**src/shared/sct_pkg.sv**
```systemverilog
// constants shared by the secondary display controller and its raster generator
// assumes a 32-bit apb slave whose byte addresses are the register offsets
package sct_pkg;
  // register byte addresses
  localparam int          ADDR_W     = 20;
  localparam logic [19:0] OFF_CTRL   = 20'h80200;
  localparam logic [19:0] OFF_BASE   = 20'h80204;
  localparam logic [19:0] OFF_STRIDE = 20'h80208;
  localparam logic [19:0] OFF_HPER   = 20'h8020c;
  localparam logic [19:0] OFF_HPUL   = 20'h80210;
  localparam logic [19:0] OFF_VPER   = 20'h80214;
  localparam logic [19:0] OFF_VPUL   = 20'h80218;
  localparam logic [19:0] OFF_SIG    = 20'h8021c;
  localparam logic [19:0] OFF_LINE   = 20'h80220;
  localparam logic [19:0] OFF_SENSE  = 20'h80224;
  // reset values, undocumented ones are zero
  localparam logic [17:0] CTRL_RST   = 18'h10000;
  // control field positions
  localparam int C_FMT    = 0;
  localparam int C_PLANE  = 2;
  localparam int C_GAMMA  = 3;
  localparam int C_PAN    = 4;
  localparam int C_TIMING = 8;
  localparam int C_SRC    = 9;
  localparam int C_BLANK  = 10;
  localparam int C_HPOL   = 12;
  localparam int C_VPOL   = 13;
  localparam int C_MPOL   = 14;
  localparam int C_TPOL   = 15;
  localparam int C_LVL    = 16;
  // other field positions
  localparam int F_ADDR   = 4;
  localparam int W_WIDTH  = 20;
  localparam int W_STRIDE = 4;
  localparam int T_HI     = 16;
  localparam int S_SEL    = 0;
  localparam int S_RST    = 2;
  localparam int S_EN     = 3;
  localparam int L_EN     = 24;
  // pixel formats and analyzer channels
  localparam logic [1:0] FMT_IDX = 2'h0;
  localparam logic [1:0] FMT_565 = 2'h1;
  localparam logic [1:0] FMT_888 = 2'h2;
  localparam logic [1:0] CH_RED  = 2'h0;
  localparam logic [1:0] CH_GRN  = 2'h1;
  localparam logic [1:0] CH_BLU  = 2'h2;
  // signature feedback taps
  localparam logic [15:0] SIG_TAPS = 16'h1021;

  // empty entries needed before a fetch request
  function automatic logic [4:0] sct_level(input logic [1:0] code);
    sct_level = (code == 2'h0) ? 5'h01 : (code == 2'h1) ? 5'h03 :
                (code == 2'h2) ? 5'h07 : 5'h0b;
  endfunction : sct_level
endpackage : sct_pkg

```
**src/shared/sct_raster_if.sv**
```systemverilog
// signals between the display controller and its raster generator
// assumes both ends run on the same pclk
`timescale 1ns/1ps
interface sct_raster_if;
  logic        run;
  logic        pix_en;
  logic [11:0] h_period;
  logic [11:0] h_end;
  logic [11:0] h_begin;
  logic [7:0]  h_len;
  logic [10:0] v_period;
  logic [10:0] v_end;
  logic [10:0] v_begin;
  logic [5:0]  v_len;
  logic        active;
  logic        hpulse;
  logic        vpulse;
  logic        act_end;
  logic        last_line;
  modport ctl (output run, pix_en, h_period, h_end, h_begin, h_len,
               output v_period, v_end, v_begin, v_len,
               input active, hpulse, vpulse, act_end, last_line);
  modport gen (input run, pix_en, h_period, h_end, h_begin, h_len,
               input v_period, v_end, v_begin, v_len,
               output active, hpulse, vpulse, act_end, last_line);
endinterface : sct_raster_if

```
**src/hdl/sct_raster.sv**
```systemverilog
// pixel and line counters with raw sync and active area
// assumes pix_en is a one-cycle pulse per pixel on pclk
`timescale 1ns/1ps
module sct_raster (
  // clock and reset
  input wire logic pclk,
  input wire logic presetn,
  // controller side
  sct_raster_if.gen t
);
  import sct_pkg::*;

  logic [11:0] h_q;
  logic [10:0] v_q;

  wire        h_wrap = (h_q == t.h_period);
  wire        v_wrap = (v_q == t.v_period);
  wire [12:0] h_stop = {1'b0, t.h_begin} + {5'h00, t.h_len};
  wire [11:0] v_stop = {1'b0, t.v_begin} + {6'h00, t.v_len};

  // counters wrap after the totals; stopped timing parks at the origin
  always_ff @(posedge pclk or negedge presetn) begin
    if (!presetn) begin
      h_q <= 12'h000;
      v_q <= 11'h000;
    end else if (!t.run) begin
      h_q <= 12'h000;
      v_q <= 11'h000;
    end else if (t.pix_en) begin
      h_q <= h_wrap ? 12'h000 : h_q + 12'h001;
      if (h_wrap) begin
        v_q <= v_wrap ? 11'h000 : v_q + 11'h001;
      end
    end
  end

  // blanking beyond the display ends, pulses from start for their length
  assign t.active    = t.run && (h_q <= t.h_end) && (v_q <= t.v_end);
  assign t.hpulse    = t.run && (h_q >= t.h_begin) && ({1'b0, h_q} < h_stop);
  assign t.vpulse    = t.run && (v_q >= t.v_begin) && ({1'b0, v_q} < v_stop);
  assign t.act_end   = t.pix_en && t.active && (h_q == t.h_end);
  assign t.last_line = (v_q == t.v_end);
endmodule : sct_raster

```
**src/hdl/sct_display.sv**
```systemverilog
// secondary monitor pipeline: apb registers, frame fetch, pixel path, sync
// assumes a same-clock memory port and a free pixel clock from outside
`timescale 1ns/1ps
module sct_display #(
  parameter int DEPTH = 16
) (
  // clock and reset
  input  wire logic                       pclk,
  input  wire logic                       presetn,
  // apb slave
  input  wire logic                       psel,
  input  wire logic                       penable,
  input  wire logic                       pwrite,
  input  wire logic [sct_pkg::ADDR_W-1:0] paddr,
  input  wire logic [31:0]                pwdata,
  output logic      [31:0]                prdata,
  output logic                            pready,
  output logic                            pslverr,
  // frame memory read port
  output logic                            mem_req,
  output logic      [27:0]                mem_addr,
  input  wire logic                       mem_ack,
  input  wire logic [127:0]               mem_data,
  // pixel clock, panel pipeline data, load comparator
  input  wire logic                       pix_clk,
  input  wire logic [23:0]                panel_rgb,
  input  wire logic                       sense_hi,
  // monitor side
  output logic      [23:0]                rgb,
  output logic                            hsync,
  output logic                            vsync,
  output logic                            blank,
  output logic                            gamma_on,
  output logic                            mon_clk,
  output logic                            tv_clk
);
  import sct_pkg::*;

  localparam int AW = $clog2(DEPTH);
  localparam int CW = $clog2(DEPTH + 1);

  sct_raster_if t ();

  // register state
  logic [17:0]   ctrl_q;
  logic [23:0]   base_q;
  logic          flip_q;
  logic [9:0]    win_q;
  logic [9:0]    stride_q;
  logic [11:0]   hper_q;
  logic [11:0]   hend_q;
  logic [11:0]   hbeg_q;
  logic [7:0]    hlen_q;
  logic [10:0]   vper_q;
  logic [10:0]   vend_q;
  logic [10:0]   vbeg_q;
  logic [5:0]    vlen_q;
  logic [15:0]   sig_q;
  logic [3:0]    sigc_q;
  logic          ld_en_q;
  logic [23:0]   ld_data_q;
  // synchronisers
  logic          pc_s1;
  logic          pc_s2;
  logic          pc_s3;
  logic          se_s1;
  logic          se_s2;
  // fetch and fifo state
  logic [1:0]    frm_sel_q;
  logic [21:0]   line_q;
  logic [21:0]   ptr_q;
  logic [9:0]    left_q;
  logic [10:0]   fline_q;
  logic          stale_q;
  logic [127:0]  fifo_mem [DEPTH];
  logic [AW-1:0] wr_q;
  logic [AW-1:0] rd_q;
  logic [CW-1:0] cnt_q;
  logic [3:0]    idx_q;

  // byte pixel unpacking; indexed pixels go out as grey, palette lies beyond
  function automatic logic [23:0] sct_pixel(input logic [127:0] u,
                                            input logic [3:0] i,
                                            input logic [1:0] f);
    logic [7:0]  b;
    logic [15:0] w;
    logic [31:0] d;
    b = u[{i, 3'h0} +: 8];
    w = u[{i[2:0], 4'h0} +: 16];
    d = u[{i[1:0], 5'h0} +: 32];
    if (f == FMT_565) begin
      sct_pixel = {w[15:11], w[15:13], w[10:5], w[10:9], w[4:0], w[4:2]};
    end else if (f == FMT_888) begin
      sct_pixel = d[23:0];
    end else begin
      sct_pixel = {b, b, b};
    end
  endfunction : sct_pixel

  // apb decode
  wire [19:0] a        = paddr;
  wire        hit      = (a == OFF_CTRL) || (a == OFF_BASE) || (a == OFF_STRIDE) ||
                         (a == OFF_HPER) || (a == OFF_HPUL) || (a == OFF_VPER) ||
                         (a == OFF_VPUL) || (a == OFF_SIG) || (a == OFF_LINE) ||
                         (a == OFF_SENSE);
  wire        access   = psel && penable;
  wire        wr       = access && pwrite && pready;
  wire        wr_ctrl  = wr && (a == OFF_CTRL);
  wire        wr_base  = wr && (a == OFF_BASE);
  wire        wr_strd  = wr && (a == OFF_STRIDE);
  wire        wr_hper  = wr && (a == OFF_HPER);
  wire        wr_hpul  = wr && (a == OFF_HPUL);
  wire        wr_vper  = wr && (a == OFF_VPER);
  wire        wr_vpul  = wr && (a == OFF_VPUL);
  wire        wr_sig   = wr && (a == OFF_SIG);
  wire        wr_sense = wr && (a == OFF_SENSE);

  // read selection; the vertical state bit is live, never stored
  wire [31:0] rd_ctrl  = {14'h0000, ctrl_q[17:12], t.vpulse, ctrl_q[10:0]};
  wire [31:0] rd_base  = {flip_q, 3'h0, base_q, 4'h0};
  wire [31:0] rd_strd  = {2'h0, win_q, 6'h00, stride_q, 4'h0};
  wire [31:0] rd_line  = {21'h000000, fline_q};
  wire [31:0] rd_sense = {6'h00, se_s2, ld_en_q, ld_data_q};
  wire [31:0] rd_mux   =
    (a == OFF_CTRL)   ? rd_ctrl :
    (a == OFF_BASE)   ? rd_base :
    (a == OFF_STRIDE) ? rd_strd :
    (a == OFF_HPER)   ? {4'h0, hper_q, 4'h0, hend_q} :
    (a == OFF_HPUL)   ? {8'h00, hlen_q, 4'h0, hbeg_q} :
    (a == OFF_VPER)   ? {5'h00, vper_q, 5'h00, vend_q} :
    (a == OFF_VPUL)   ? {10'h000, vlen_q, 5'h00, vbeg_q} :
    (a == OFF_SIG)    ? {sig_q, 12'h000, sigc_q} :
    (a == OFF_LINE)   ? rd_line :
    (a == OFF_SENSE)  ? rd_sense : 32'h00000000;

  // one wait state per access keeps every apb output on a flop
  always_ff @(posedge pclk or negedge presetn) begin
    if (!presetn) begin
      pready  <= 1'b0;
      pslverr <= 1'b0;
      prdata  <= 32'h00000000;
    end else begin
      pready  <= access && !pready;
      pslverr <= access && !pready && !hit;
      prdata  <= (access && !pready && !pwrite) ? rd_mux : 32'h00000000;
    end
  end

  // control and frame registers; a base write arms a flip for the next frame
  always_ff @(posedge pclk or negedge presetn) begin
    if (!presetn) begin
      ctrl_q   <= CTRL_RST;
      base_q   <= 24'h000000;
      win_q    <= 10'h000;
      stride_q <= 10'h000;
    end else begin
      if (wr_ctrl) ctrl_q <= pwdata[17:0];
      if (wr_base) base_q <= pwdata[F_ADDR +: 24];
      if (wr_strd) begin
        win_q    <= pwdata[W_WIDTH +: 10];
        stride_q <= pwdata[W_STRIDE +: 10];
      end
    end
  end

  // timing registers
  always_ff @(posedge pclk or negedge presetn) begin
    if (!presetn) begin
      {hper_q, hend_q} <= 24'h000000;
      {hlen_q, hbeg_q} <= 20'h00000;
      {vper_q, vend_q} <= 22'h000000;
      {vlen_q, vbeg_q} <= 17'h00000;
    end else begin
      if (wr_hper) {hper_q, hend_q} <= {pwdata[T_HI +: 12], pwdata[11:0]};
      if (wr_hpul) {hlen_q, hbeg_q} <= {pwdata[T_HI +: 8], pwdata[11:0]};
      if (wr_vper) {vper_q, vend_q} <= {pwdata[T_HI +: 11], pwdata[10:0]};
      if (wr_vpul) {vlen_q, vbeg_q} <= {pwdata[T_HI +: 6], pwdata[10:0]};
    end
  end

  // control fields
  wire [1:0] fmt      = ctrl_q[C_FMT +: 2];
  wire       plane_on = ctrl_q[C_PLANE];
  wire [3:0] pan      = ctrl_q[C_PAN +: 4];
  wire       tim_on   = ctrl_q[C_TIMING];
  wire [1:0] lvl      = ctrl_q[C_LVL +: 2];

  // pixel clock pins cross over on two flops, the third finds the edge
  always_ff @(posedge pclk or negedge presetn) begin
    if (!presetn) begin
      {pc_s1, pc_s2, pc_s3} <= 3'h0;
      {se_s1, se_s2}        <= 2'h0;
    end else begin
      {pc_s1, pc_s2, pc_s3} <= {pix_clk, pc_s1, pc_s2};
      {se_s1, se_s2}        <= {sense_hi, se_s1};
    end
  end

  // raster generator hookup
  assign t.run      = tim_on;
  assign t.pix_en   = pc_s2 && !pc_s3;
  assign t.h_period = hper_q;
  assign t.h_end    = hend_q;
  assign t.h_begin  = hbeg_q;
  assign t.h_len    = hlen_q;
  assign t.v_period = vper_q;
  assign t.v_end    = vend_q;
  assign t.v_begin  = vbeg_q;
  assign t.v_len    = vlen_q;

  sct_raster u_raster (
    .pclk    (pclk),
    .presetn (presetn),
    .t       (t)
  );

  // fetch control: a line is refetched after the visible part of the last one
  wire            run_fetch = tim_on && plane_on;
  wire            new_frame = !run_fetch || (t.act_end && t.last_line);
  wire            new_line  = t.act_end && !t.last_line;
  wire            flush     = new_frame || new_line;
  wire [21:0]     next_line = line_q + {12'h000, stride_q};
  wire [CW:0]     used      = {1'b0, cnt_q} + {{CW{1'b0}}, mem_req};
  wire [CW:0]     free      = (CW + 1)'(DEPTH) - used;
  wire            room      = free >= (CW + 1)'(sct_level(lvl));
  wire            can_req   = run_fetch && !mem_req && (left_q != 10'h000) &&
                              room && !flush;
  wire            push      = mem_req && mem_ack && !stale_q && !flush;

  // request issue; a flush during an outstanding request discards its data
  always_ff @(posedge pclk or negedge presetn) begin
    if (!presetn) begin
      mem_req   <= 1'b0;
      mem_addr  <= 28'h0000000;
      stale_q   <= 1'b0;
      frm_sel_q <= 2'h0;
      line_q    <= 22'h000000;
      ptr_q     <= 22'h000000;
      left_q    <= 10'h000;
      fline_q   <= 11'h000;
      flip_q    <= 1'b0;
    end else begin
      if (mem_req && mem_ack) begin
        mem_req <= 1'b0;
      end else if (can_req) begin
        mem_req  <= 1'b1;
        mem_addr <= {frm_sel_q, ptr_q, 4'h0};
      end
      stale_q <= flush ? (mem_req && !mem_ack) : (stale_q && !mem_ack);
      // a base write arms a flip; the frame reload clears it, the write wins
      flip_q  <= wr_base || (flip_q && !new_frame);
      if (new_frame) begin
        frm_sel_q <= base_q[23:22];
        line_q    <= base_q[21:0];
        ptr_q     <= base_q[21:0];
        left_q    <= win_q;
        fline_q   <= 11'h000;
      end else if (new_line) begin
        line_q  <= next_line;
        ptr_q   <= next_line;
        left_q  <= win_q;
        fline_q <= fline_q + 11'h001;
      end else if (can_req) begin
        ptr_q  <= ptr_q + 22'h000001;
        left_q <= left_q - 10'h001;
      end
    end
  end

  // pixel unpack: units hold 16, 8 or 4 pixels by format
  wire [3:0]  last_idx = (fmt == FMT_565) ? 4'h7 : (fmt == FMT_888) ? 4'h3 : 4'hf;
  wire        have     = (cnt_q != '0);
  wire        shown    = t.pix_en && t.active;
  wire        pop      = shown && have && (idx_q == last_idx) && !flush;
  wire [23:0] own_rgb  = (have && plane_on) ? sct_pixel(fifo_mem[rd_q], idx_q, fmt)
                                            : 24'h000000;

  // fifo storage keeps no reset, pointers and count do
  always_ff @(posedge pclk) begin
    if (push) fifo_mem[wr_q] <= mem_data;
  end

  always_ff @(posedge pclk or negedge presetn) begin
    if (!presetn) begin
      wr_q  <= '0;
      rd_q  <= '0;
      cnt_q <= '0;
      idx_q <= 4'h0;
    end else if (flush) begin
      wr_q  <= '0;
      rd_q  <= '0;
      cnt_q <= '0;
      idx_q <= pan & last_idx;
    end else begin
      if (push) wr_q <= wr_q + AW'(1);
      if (pop) rd_q <= rd_q + AW'(1);
      cnt_q <= cnt_q + CW'(push) - CW'(pop);
      if (shown && have) idx_q <= (idx_q == last_idx) ? 4'h0 : idx_q + 4'h1;
    end
  end

  // output selection: load sense overrides, then blanking, then source
  wire [23:0] src_rgb = ctrl_q[C_SRC] ? own_rgb : panel_rgb;
  wire [23:0] rgb_d   = ld_en_q ? ld_data_q :
                        (!t.active || ctrl_q[C_BLANK]) ? 24'h000000 : src_rgb;
  wire        gam_d   = ctrl_q[C_GAMMA] && plane_on && (fmt == FMT_565 || fmt == FMT_888);

  // monitor pins follow the pixel clock edge; polarity bits only invert
  always_ff @(posedge pclk or negedge presetn) begin
    if (!presetn) begin
      rgb      <= 24'h000000;
      hsync    <= 1'b0;
      vsync    <= 1'b0;
      blank    <= 1'b1;
      gamma_on <= 1'b0;
    end else if (t.pix_en) begin
      rgb      <= rgb_d;
      hsync    <= t.hpulse ^ ctrl_q[C_HPOL];
      vsync    <= t.vpulse ^ ctrl_q[C_VPOL];
      blank    <= !t.active;
      gamma_on <= gam_d;
    end
  end

  // clock outputs track the synchronised pixel clock
  always_ff @(posedge pclk or negedge presetn) begin
    if (!presetn) begin
      mon_clk <= 1'b0;
      tv_clk  <= 1'b0;
    end else begin
      mon_clk <= pc_s2 ^ ctrl_q[C_MPOL];
      tv_clk  <= pc_s2 ^ ctrl_q[C_TPOL];
    end
  end

  // signature over the displayed channel; 11 selects no channel
  wire [7:0] chan = (sigc_q[S_SEL +: 2] == CH_RED) ? rgb_d[23:16] :
                    (sigc_q[S_SEL +: 2] == CH_GRN) ? rgb_d[15:8] :
                    (sigc_q[S_SEL +: 2] == CH_BLU) ? rgb_d[7:0] : 8'h00;
  wire [15:0] sig_next = {sig_q[14:0], 1'b0} ^ (sig_q[15] ? SIG_TAPS : 16'h0000) ^
                         {8'h00, chan};

  // analyzer and load sense registers
  always_ff @(posedge pclk or negedge presetn) begin
    if (!presetn) begin
      sigc_q    <= 4'h0;
      sig_q     <= 16'h0000;
      ld_en_q   <= 1'b0;
      ld_data_q <= 24'h000000;
    end else begin
      if (wr_sig) sigc_q <= pwdata[3:0];
      if (sigc_q[S_RST]) begin
        sig_q <= 16'h0000;
      end else if (sigc_q[S_EN] && shown) begin
        sig_q <= sig_next;
      end
      if (wr_sense) begin
        ld_en_q   <= pwdata[L_EN];
        ld_data_q <= pwdata[23:0];
      end
    end
  end
endmodule : sct_display

```
**config.mk**
```make
export PLATFORM = sky130hd
export DESIGN_NAME = sct_display
export DESIGN_NICKNAME = d
export VERILOG_FILES = /design/src/shared/sct_pkg.sv /design/src/shared/sct_raster_if.sv /design/src/hdl/sct_raster.sv /design/src/hdl/sct_display.sv
export SDC_FILE = /design/constraint.sdc
export NUM_CORES = 2
export LEC_CHECK = 0
export ABC_AREA = 1
export BUFFER_PORTS_ARGS = -buffer_cell sky130_fd_sc_hd__buf_2
export CORE_MARGIN = 1.5
export CORE_UTILIZATION = 53
export CTS_CLUSTER_DIAMETER = 40
export DETAILED_ROUTE_END_ITERATION = 12
export PLACE_DENSITY = 0.78
export SYNTH_ARGS = -nofsm -noshare
export SYNTH_HDL_FRONTEND = slang
export SYNTH_SLANG_ARGS = --single-unit
```
**constraint.sdc**
```tcl
create_clock -name pclk -period 7.9 [get_ports pclk]
set_input_delay 0 -clock pclk [delete_from_list [all_inputs] [get_ports pclk]]
set_output_delay 0 -clock pclk [all_outputs]
set_load 0.05 [all_outputs]
```
### Word-level counts from Yosys, hierarchy flattened

Memories as Yosys holds them, arrays and structs flattened.
Index checks and enable logic that the tools add are counted.

* word-level logic and storage cells: 244
* RAM bits: 2048
* bits in latches: 0
* ROM bits: 0
* memories: 1
* register bits after elaboration: 393

Memories
* fifo_mem: depth 16, width 128, rd ports 1, clocked after memory_dff 0, write ports 1, line sct_display.sv:75 `logic [127:0] fifo_mem [DEPTH];`

* bitwise logic cells: 8
* shift-type cells: 3
* multipliers: 0
* reduce and logical (&&, ||, !) cells: 83
* magnitude comparators: 7
* add/sub/neg operators: 15
* multiplexer cells: 58
* div/mod/pow operators: 0
* equality and inequality tests: 23

Operator list (number)
* two-way mux 32 bit: 9
* == test 20 bit (second input constant): 10
* two-way mux 24 bit: 6
* indexed part select 128 x 8 -> 16 bit: 1
* indexed part select 128 x 8 -> 24 bit: 1
* indexed part select 128 x 8 -> 8 bit: 1
* two-way mux 22 bit: 5
* two-way mux 11 bit: 6
* two-way mux 26 bit: 2
* two-way mux 4 bit: 12
* logical AND 1 bit: 44
* two-way mux 12 bit: 3
* two-way mux 16 bit: 2
* two-way mux 10 bit: 3
* == test 12 bit: 2
* two-way mux 8 bit: 3
* adder 11 x 1 -> 11 bit (second input constant): 2
* adder 22 x 1 -> 22 bit (second input constant): 1
* adder 22 x 10 -> 22 bit: 1
* == test 11 bit: 2
* XOR 16 x 13 -> 16 bit: 1
* XOR 16 x 8 -> 16 bit: 1
* logical OR 1 bit: 14
* adder 12 x 8 -> 13 bit: 1
* 32 further kinds: 64

### Depth between registers and ports, before layout

An unclocked memory read counts as a cell.

* depth after elaboration: 14
* gate-level depth with buffers: 28
* depth with buffers taken out: 26

### Modules after synthesis

From an unflattened synthesis, not the netlist that was laid out.

* cell total of the unflattened synthesis: 10276
* area, all modules: 106672.3 sq um

By module, submodules not included
* sct_display: area an instance 102498.3 sq um, cells each 9630, times used 1, seq. area each 70735.3 sq um
* sct_raster: area an instance 4174.0 sq um, cells each 646, times used 1, seq. area each 575.6 sq um

### Worst setup path after synthesis

Ideal clock, no wire load.

* path kind: reg-to-reg
* start point: register u_raster.h_q[7]
* end point: memory fifo_mem[11][0] (enable)
* data required time: 7.283 ns
* library setup time: 0.617 ns
* data arrival time: 7.707 ns
* path buffers: 1
* path slack: -0.424 ns
* stages on the path, launching flop included: 16
* clock period less this slack: 8.324 ns
* cells stage by stage: dfrtp_1 > ha_1 > nand4_1 > nor2_1 > a21boi_0 > o21ai_0 > nand2_1 > nor2_2 > inv_2 > nor2_1 > nand2_2 > inv_2 > nor2_2 > clkbuf_1 > nand3_1 > nor2_1

* word-level cells in the longest chain between the ends: 12
* elaborated cells between the ends (all ways): 14
* classes of those cells: order compare: 1; eq/ne: 1; mux: 2; reduce/logical: 10

Ends and longest elaborated chain
* start, declared: line sct_raster.sv:13 `logic [11:0] h_q;`
* start signal, assigned: line sct_raster.sv:30 `h_q <= h_wrap ? 12'h000 : h_q + 12'h001;`
* less-or-equal comparator 12 bit: line sct_raster.sv:38 `assign t.active = t.run && (h_q <= t.h_end) && (v_q <= t.v_end);`
* logical AND 1 bit (2 in a row): line sct_raster.sv:38
* logical AND 1 bit: line sct_raster.sv:41 `assign t.act_end = t.pix_en && t.active && (h_q == t.h_end);`
* logical AND 1 bit *: line sct_raster.sv:41
* logical AND 1 bit: line sct_display.sv:219 `wire new_frame = !run_fetch || (t.act_end && t.last_line);`
* logical OR 1 bit: line sct_display.sv:219
* logical OR 1 bit *: line sct_display.sv:221 `wire flush = new_frame || new_line;`
* zero test 1 bit *: line sct_display.sv:228 `wire push = mem_req && mem_ack && !stale_q && !flush;`
* logical AND 1 bit *: line sct_display.sv:228
* two-way mux 1 bit *: line sct_display.sv:280 `if (push) fifo_mem[wr_q] <= mem_data;`
* two-way mux 1 bit (implied by the code) *: line sct_display.sv:280
* end, declared: line sct_display.sv:75

Mark *: on every way between the ends. The rest lies on a longest branch, timed or not.

### Final worst setup path

* start point: register u_raster.h_q[11]
* end point: memory fifo_mem[0][71] (enable)

Same word-level chain as after synthesis.

==> metrics.md <==
| Metric | Value |
|---|---|
| Result of the run | `finished clean` |
| Number of iterations in the first detailed-routing pass | `9` |
| Initial antenna violation count | `40` |
| Number of cells upsized or downsized after cts | `0` |
| Number of setup violations in the final report | `0` |
| Number of vias in the routed layout | `approximately 81000` |
| Synthesis Warnings | `0` |
| DRC viols | `0` |
| Count of max-cap constraint violations | `0` |
| Part of the total power dissipated in combinational logic | `1.7%` |
| Number of buffers created by CTS | `339` |
| FF/Latch Area | `71300 sq um` |
| Starting utilization of the core area | `53.4%` |
| Critical path origin | `u_raster.h_q[11]` |
| Switch Pwr | `~6.2 mW` |
| CP required | `8450 ps` |
| Wire length per cell | `23.4 um` |
| Total area of multi-input combinational cells | `30700 sq um` |
| Placed inst area | `roughly 110000 sq um` |
| Startpoint of the most critical register-to-register path | `u_raster.h_q[11]` |
| Highest clock frequency the design can meet | `0.171 GHz` |
| Share of the cycle needed by the critical path after routing | `73.8%` |
| Source of the worst hold timing path | `mem_data[17]` |
| Post-route standard cell area excluding fillers | `125000 sq um` |
| Pre-CTS worst setup slack | `2230 ps` |
| Top_reg_cell synth | `sky130_fd_sc_hd__edfxtp_1` |
| RSZ-0062 raised after global routing | `false` |
| Fraction of the yosys area taken by sequential cells | `66.6%` |
| I/O pin count | `305` |
| Crit path kind | `flip-flop to flip-flop` |
| Register bit total from synthesis | `2440` |
| Worst Path Arrival | `6380 ps` |
| Worst voltage drop across the vdd grid | `approximately 230 uV` |
| Clock transition time at the flip-flop clock pins of the worst setup and hold paths | `50 ps` |
| Fraction of power consumed by sequential logic | `47.0%` |
| Detail Placement HPWL | `177 mm` |
| Power density relative to cell area | `around 240 nW/um^2` |
| Avg Vias per Cell | `5.96` |
| Transition at the pin with the smallest max-transition slack | `1330 ps` |
| Buffers added on ports | `298` |
| Fill cell count | `14700` |
| Path type of the worst min-delay path | `primary input to flip-flop` |
| Global-route congestion overflow total | `0` |
| Vias in the first global route | `between 70000 and 80000` |
| Detailed Route Iter0 Violations | `11600` |
| Setup fix buffers added after clock tree synthesis | `0` |
| Worst-case headroom to the max-slew limit | `between 10% and 20%` |
| Final setup margin | `2070 ps` |
| Clock Skews | `53.7 ps` |
| Number of clock sinks seen by CTS | `roughly 2400` |
| Antenna viol nets, final | `0` |
| Gp weighted congestion | `0.960` |
| TritonCTS clock tree | `built` |
| Cell Area, Synth | `approximately 110000 sq um` |
| Share of power burned in the clock network | `51.3%` |
| Internal power | `between 20 and 25 mW` |
| Async S/R FF share, synth | `16.1%` |
| Number of hold violations in the final report | `0` |
| Unique masters post-synth | `63` |
| Minimum clock period after layout | `5830 ps` |
| Largest fanout on the critical path | `37` |
| CTS Root Buffer Type | `sky130_fd_sc_hd__clkbuf_16` |
| EDFF count, synth | `a little over 2000` |
| Synthesized area per cell | `between 10 and 15 sq um` |
| Die Footprint | `205000 sq um` |
| Core area | `200000 sq um` |
| Element type at the critical path end | `flip-flop` |
| Fraction of layout cells with a size suffix above 1 | `approximately 9.3%` |
| LEAKAGE | `roughly 49 nW` |
| # nets final | `11100` |
| Final Max Tran Viols | `0` |
| Cell count after synthesis | `10200` |
| Pin count of the biggest net entering global routing | `170` |
| Row count | `164` |
| Wire length of the first global-routing pass | `about 470 mm` |
| Net switching fraction of the power | `20.8%` |
| Hold-fix buffers at CTS | `304` |
| Area delta synth->final | `16.7%` |
| Startpoint type of the worst setup path | `flip-flop` |
| WL final | `around 320 mm` |
| Clock network latency to the later pin of the worst-skew pair | `950 ps` |
| Chip height | `between 400 and 500 um` |
| Width of the chip | `452 um` |
| Total routing resource utilization after global routing | `30.6%` |
| Clock tree buffer depth | `4` |
| CTS H-Tree Depth | `5` |
[cells by family after synthesis]
logic type	Yosys count	share of synthesized area, %
muxes	2	0.0210
adders and majority gates	124	1.48
AOI/OAI and AO/OA	1278	6.70
buffers and inverters	1153	4.87
xor gates and xnor gates	95	0.777
DFF	2440	66.6
and+or+nand+nor	5143	19.5
other	1	0.00350
[worst paths after layout]
check	endpoint	slack, ps	depth (start not counted)
max in group asynchronous	rgb[5]	5970	5
max reg2reg	fifo_mem[0][71]	2070	16
min reg2reg	se_s2	370	0
min in group asynchronous	left_q[7]	250	4
min	fifo_mem[2][17]	10	2
max	fifo_mem[0][71]	2070	16
[cell usage in the layout, fill, tap and decap left out, types with 40 or more instances in the layout]
| cell | count |
|---|---|
| sky130_fd_sc_hd__o21ai_1 | 54 |
| sky130_fd_sc_hd__inv_6 | 40 |
| sky130_fd_sc_hd__dlygate4sd3_1 | 303 |
| sky130_fd_sc_hd__nand2_1 | 3062 |
| sky130_fd_sc_hd__nor3_1 | 40 |
| sky130_fd_sc_hd__xor2_1 | 69 |
| sky130_fd_sc_hd__clkbuf_16 | 350 |
| sky130_fd_sc_hd__buf_4 | 90 |
| sky130_fd_sc_hd__ha_1 | 120 |
| sky130_fd_sc_hd__o21ai_0 | 654 |
| sky130_fd_sc_hd__nand3_1 | 1017 |
| sky130_fd_sc_hd__o211ai_1 | 125 |
| sky130_fd_sc_hd__nor2_1 | 910 |
| sky130_fd_sc_hd__dfrtp_1 | 384 |
| sky130_fd_sc_hd__inv_1 | 574 |
| sky130_fd_sc_hd__edfxtp_1 | 2048 |
| sky130_fd_sc_hd__buf_2 | 297 |
| sky130_fd_sc_hd__nand4_1 | 45 |
| sky130_fd_sc_hd__a31oi_1 | 44 |
| sky130_fd_sc_hd__a21oi_1 | 260 |
[cells in the mapped netlist, drive strengths merged (5+ instances only)]
cell    number  area (sq um)
o221ai      20           175
o21a         5          37.5
nor4        21           131
a21oi      260          1300
inv        585          2200
clkbuf     157           591
nand3     1019          5110
dfrtp      390          9760
a31oi       44           275
nand4       45           282
o22ai       35           219
nor2       934          3520
edfxtp    2048         61500
o21bai       7          52.6
ha         120          1500
xor2        69           604
or2          6          37.5
a221oi      18           158
o21ai      708          3540
nand3b       8          60.1
clkinv       6          22.5
buf        405          2390
xnor2       26           228
nand2     3066         11500
o211ai     126           951
nor3        41           205
a41oi        9          78.8
a211oi      15           113
[power by group through the flow]
stage / sequential [mW] / clock (mW) / combinational, mW
floorplan: 14.3 / 0 / 0.0438
global placement: 14.3 / 0 / 0.355
detailed placement: 14.3 / 0 / 0.371
CTS: 14.0 / 15.4 / 0.505
global route: 14.0 / 15.9 / 0.550
finish: 14.0 / 15.3 / 0.518
[critical path, cell delays in order (launching register included)]
cell	delay, ps
sky130_fd_sc_hd__dfrtp_1	460
sky130_fd_sc_hd__ha_1	370
sky130_fd_sc_hd__nand4_1	200
sky130_fd_sc_hd__o21ai_0	360
sky130_fd_sc_hd__o21ai_0	220
sky130_fd_sc_hd__nand2_1	160
sky130_fd_sc_hd__nor2_2	110
sky130_fd_sc_hd__inv_2	80
sky130_fd_sc_hd__nor2_1	60
sky130_fd_sc_hd__nand2_1	100
sky130_fd_sc_hd__nand2_2	460
sky130_fd_sc_hd__nor2_2	530
sky130_fd_sc_hd__inv_2	200
sky130_fd_sc_hd__nor2_1	280
sky130_fd_sc_hd__nand2_1	310
sky130_fd_sc_hd__nor2_4	770
sky130_fd_sc_hd__buf_4	730
[metal layers]
layer | track usage (%) | up-vias | part of all wire [%]
met1 | 38.9 | 38700 | 36
met5 | 0 | - | 0.058
met3 | 6.81 | 1130 | 12
met2 | 48.4 | 5518 | 46
li1 | - | 36100 | -
met4 | 17.8 | 28 | 6.2
[layout make-up]
cell class	instances	area share, %
inverter	591	1.80
sequential	2440	57.1
antenna	21	0.0421
tap	2656	2.66
multi-input combinational	6646	24.5
clock inverter	213	1.95
timing repair buffer	723	4.69
clock buffer	385	7.18
[state kept, by name, indices dropped and copies added (netlist names), 12 cells and up]
register / cells
hbeg_q: 12
ptr_q: 22
line_q: 22
prdata: 32
rgb: 24
u_raster.h_q: 12
fifo_mem: 2048
ld_data_q: 24
ctrl_q: 17
sig_q: 16
base_q: 24
mem_addr: 24
hend_q: 12
hper_q: 12
[stage by stage]
step                      instances  utilization [%]  total power [mW]  setup TNS [ps]  hold slack (ps)
final                         13700             62.4              29.8               0             9.65
after global routing          13700             62.3              30.4               0             27.4
after CTS                     13700             62.3              29.9               0            0.189
after detailed placement      12800             55.1              14.6               0             71.4
after global placement        12800             55.1              14.6               0             61.7
after floorplan               10200                -              14.4         -538890             -296
Power figures use the tool's default switching activity.
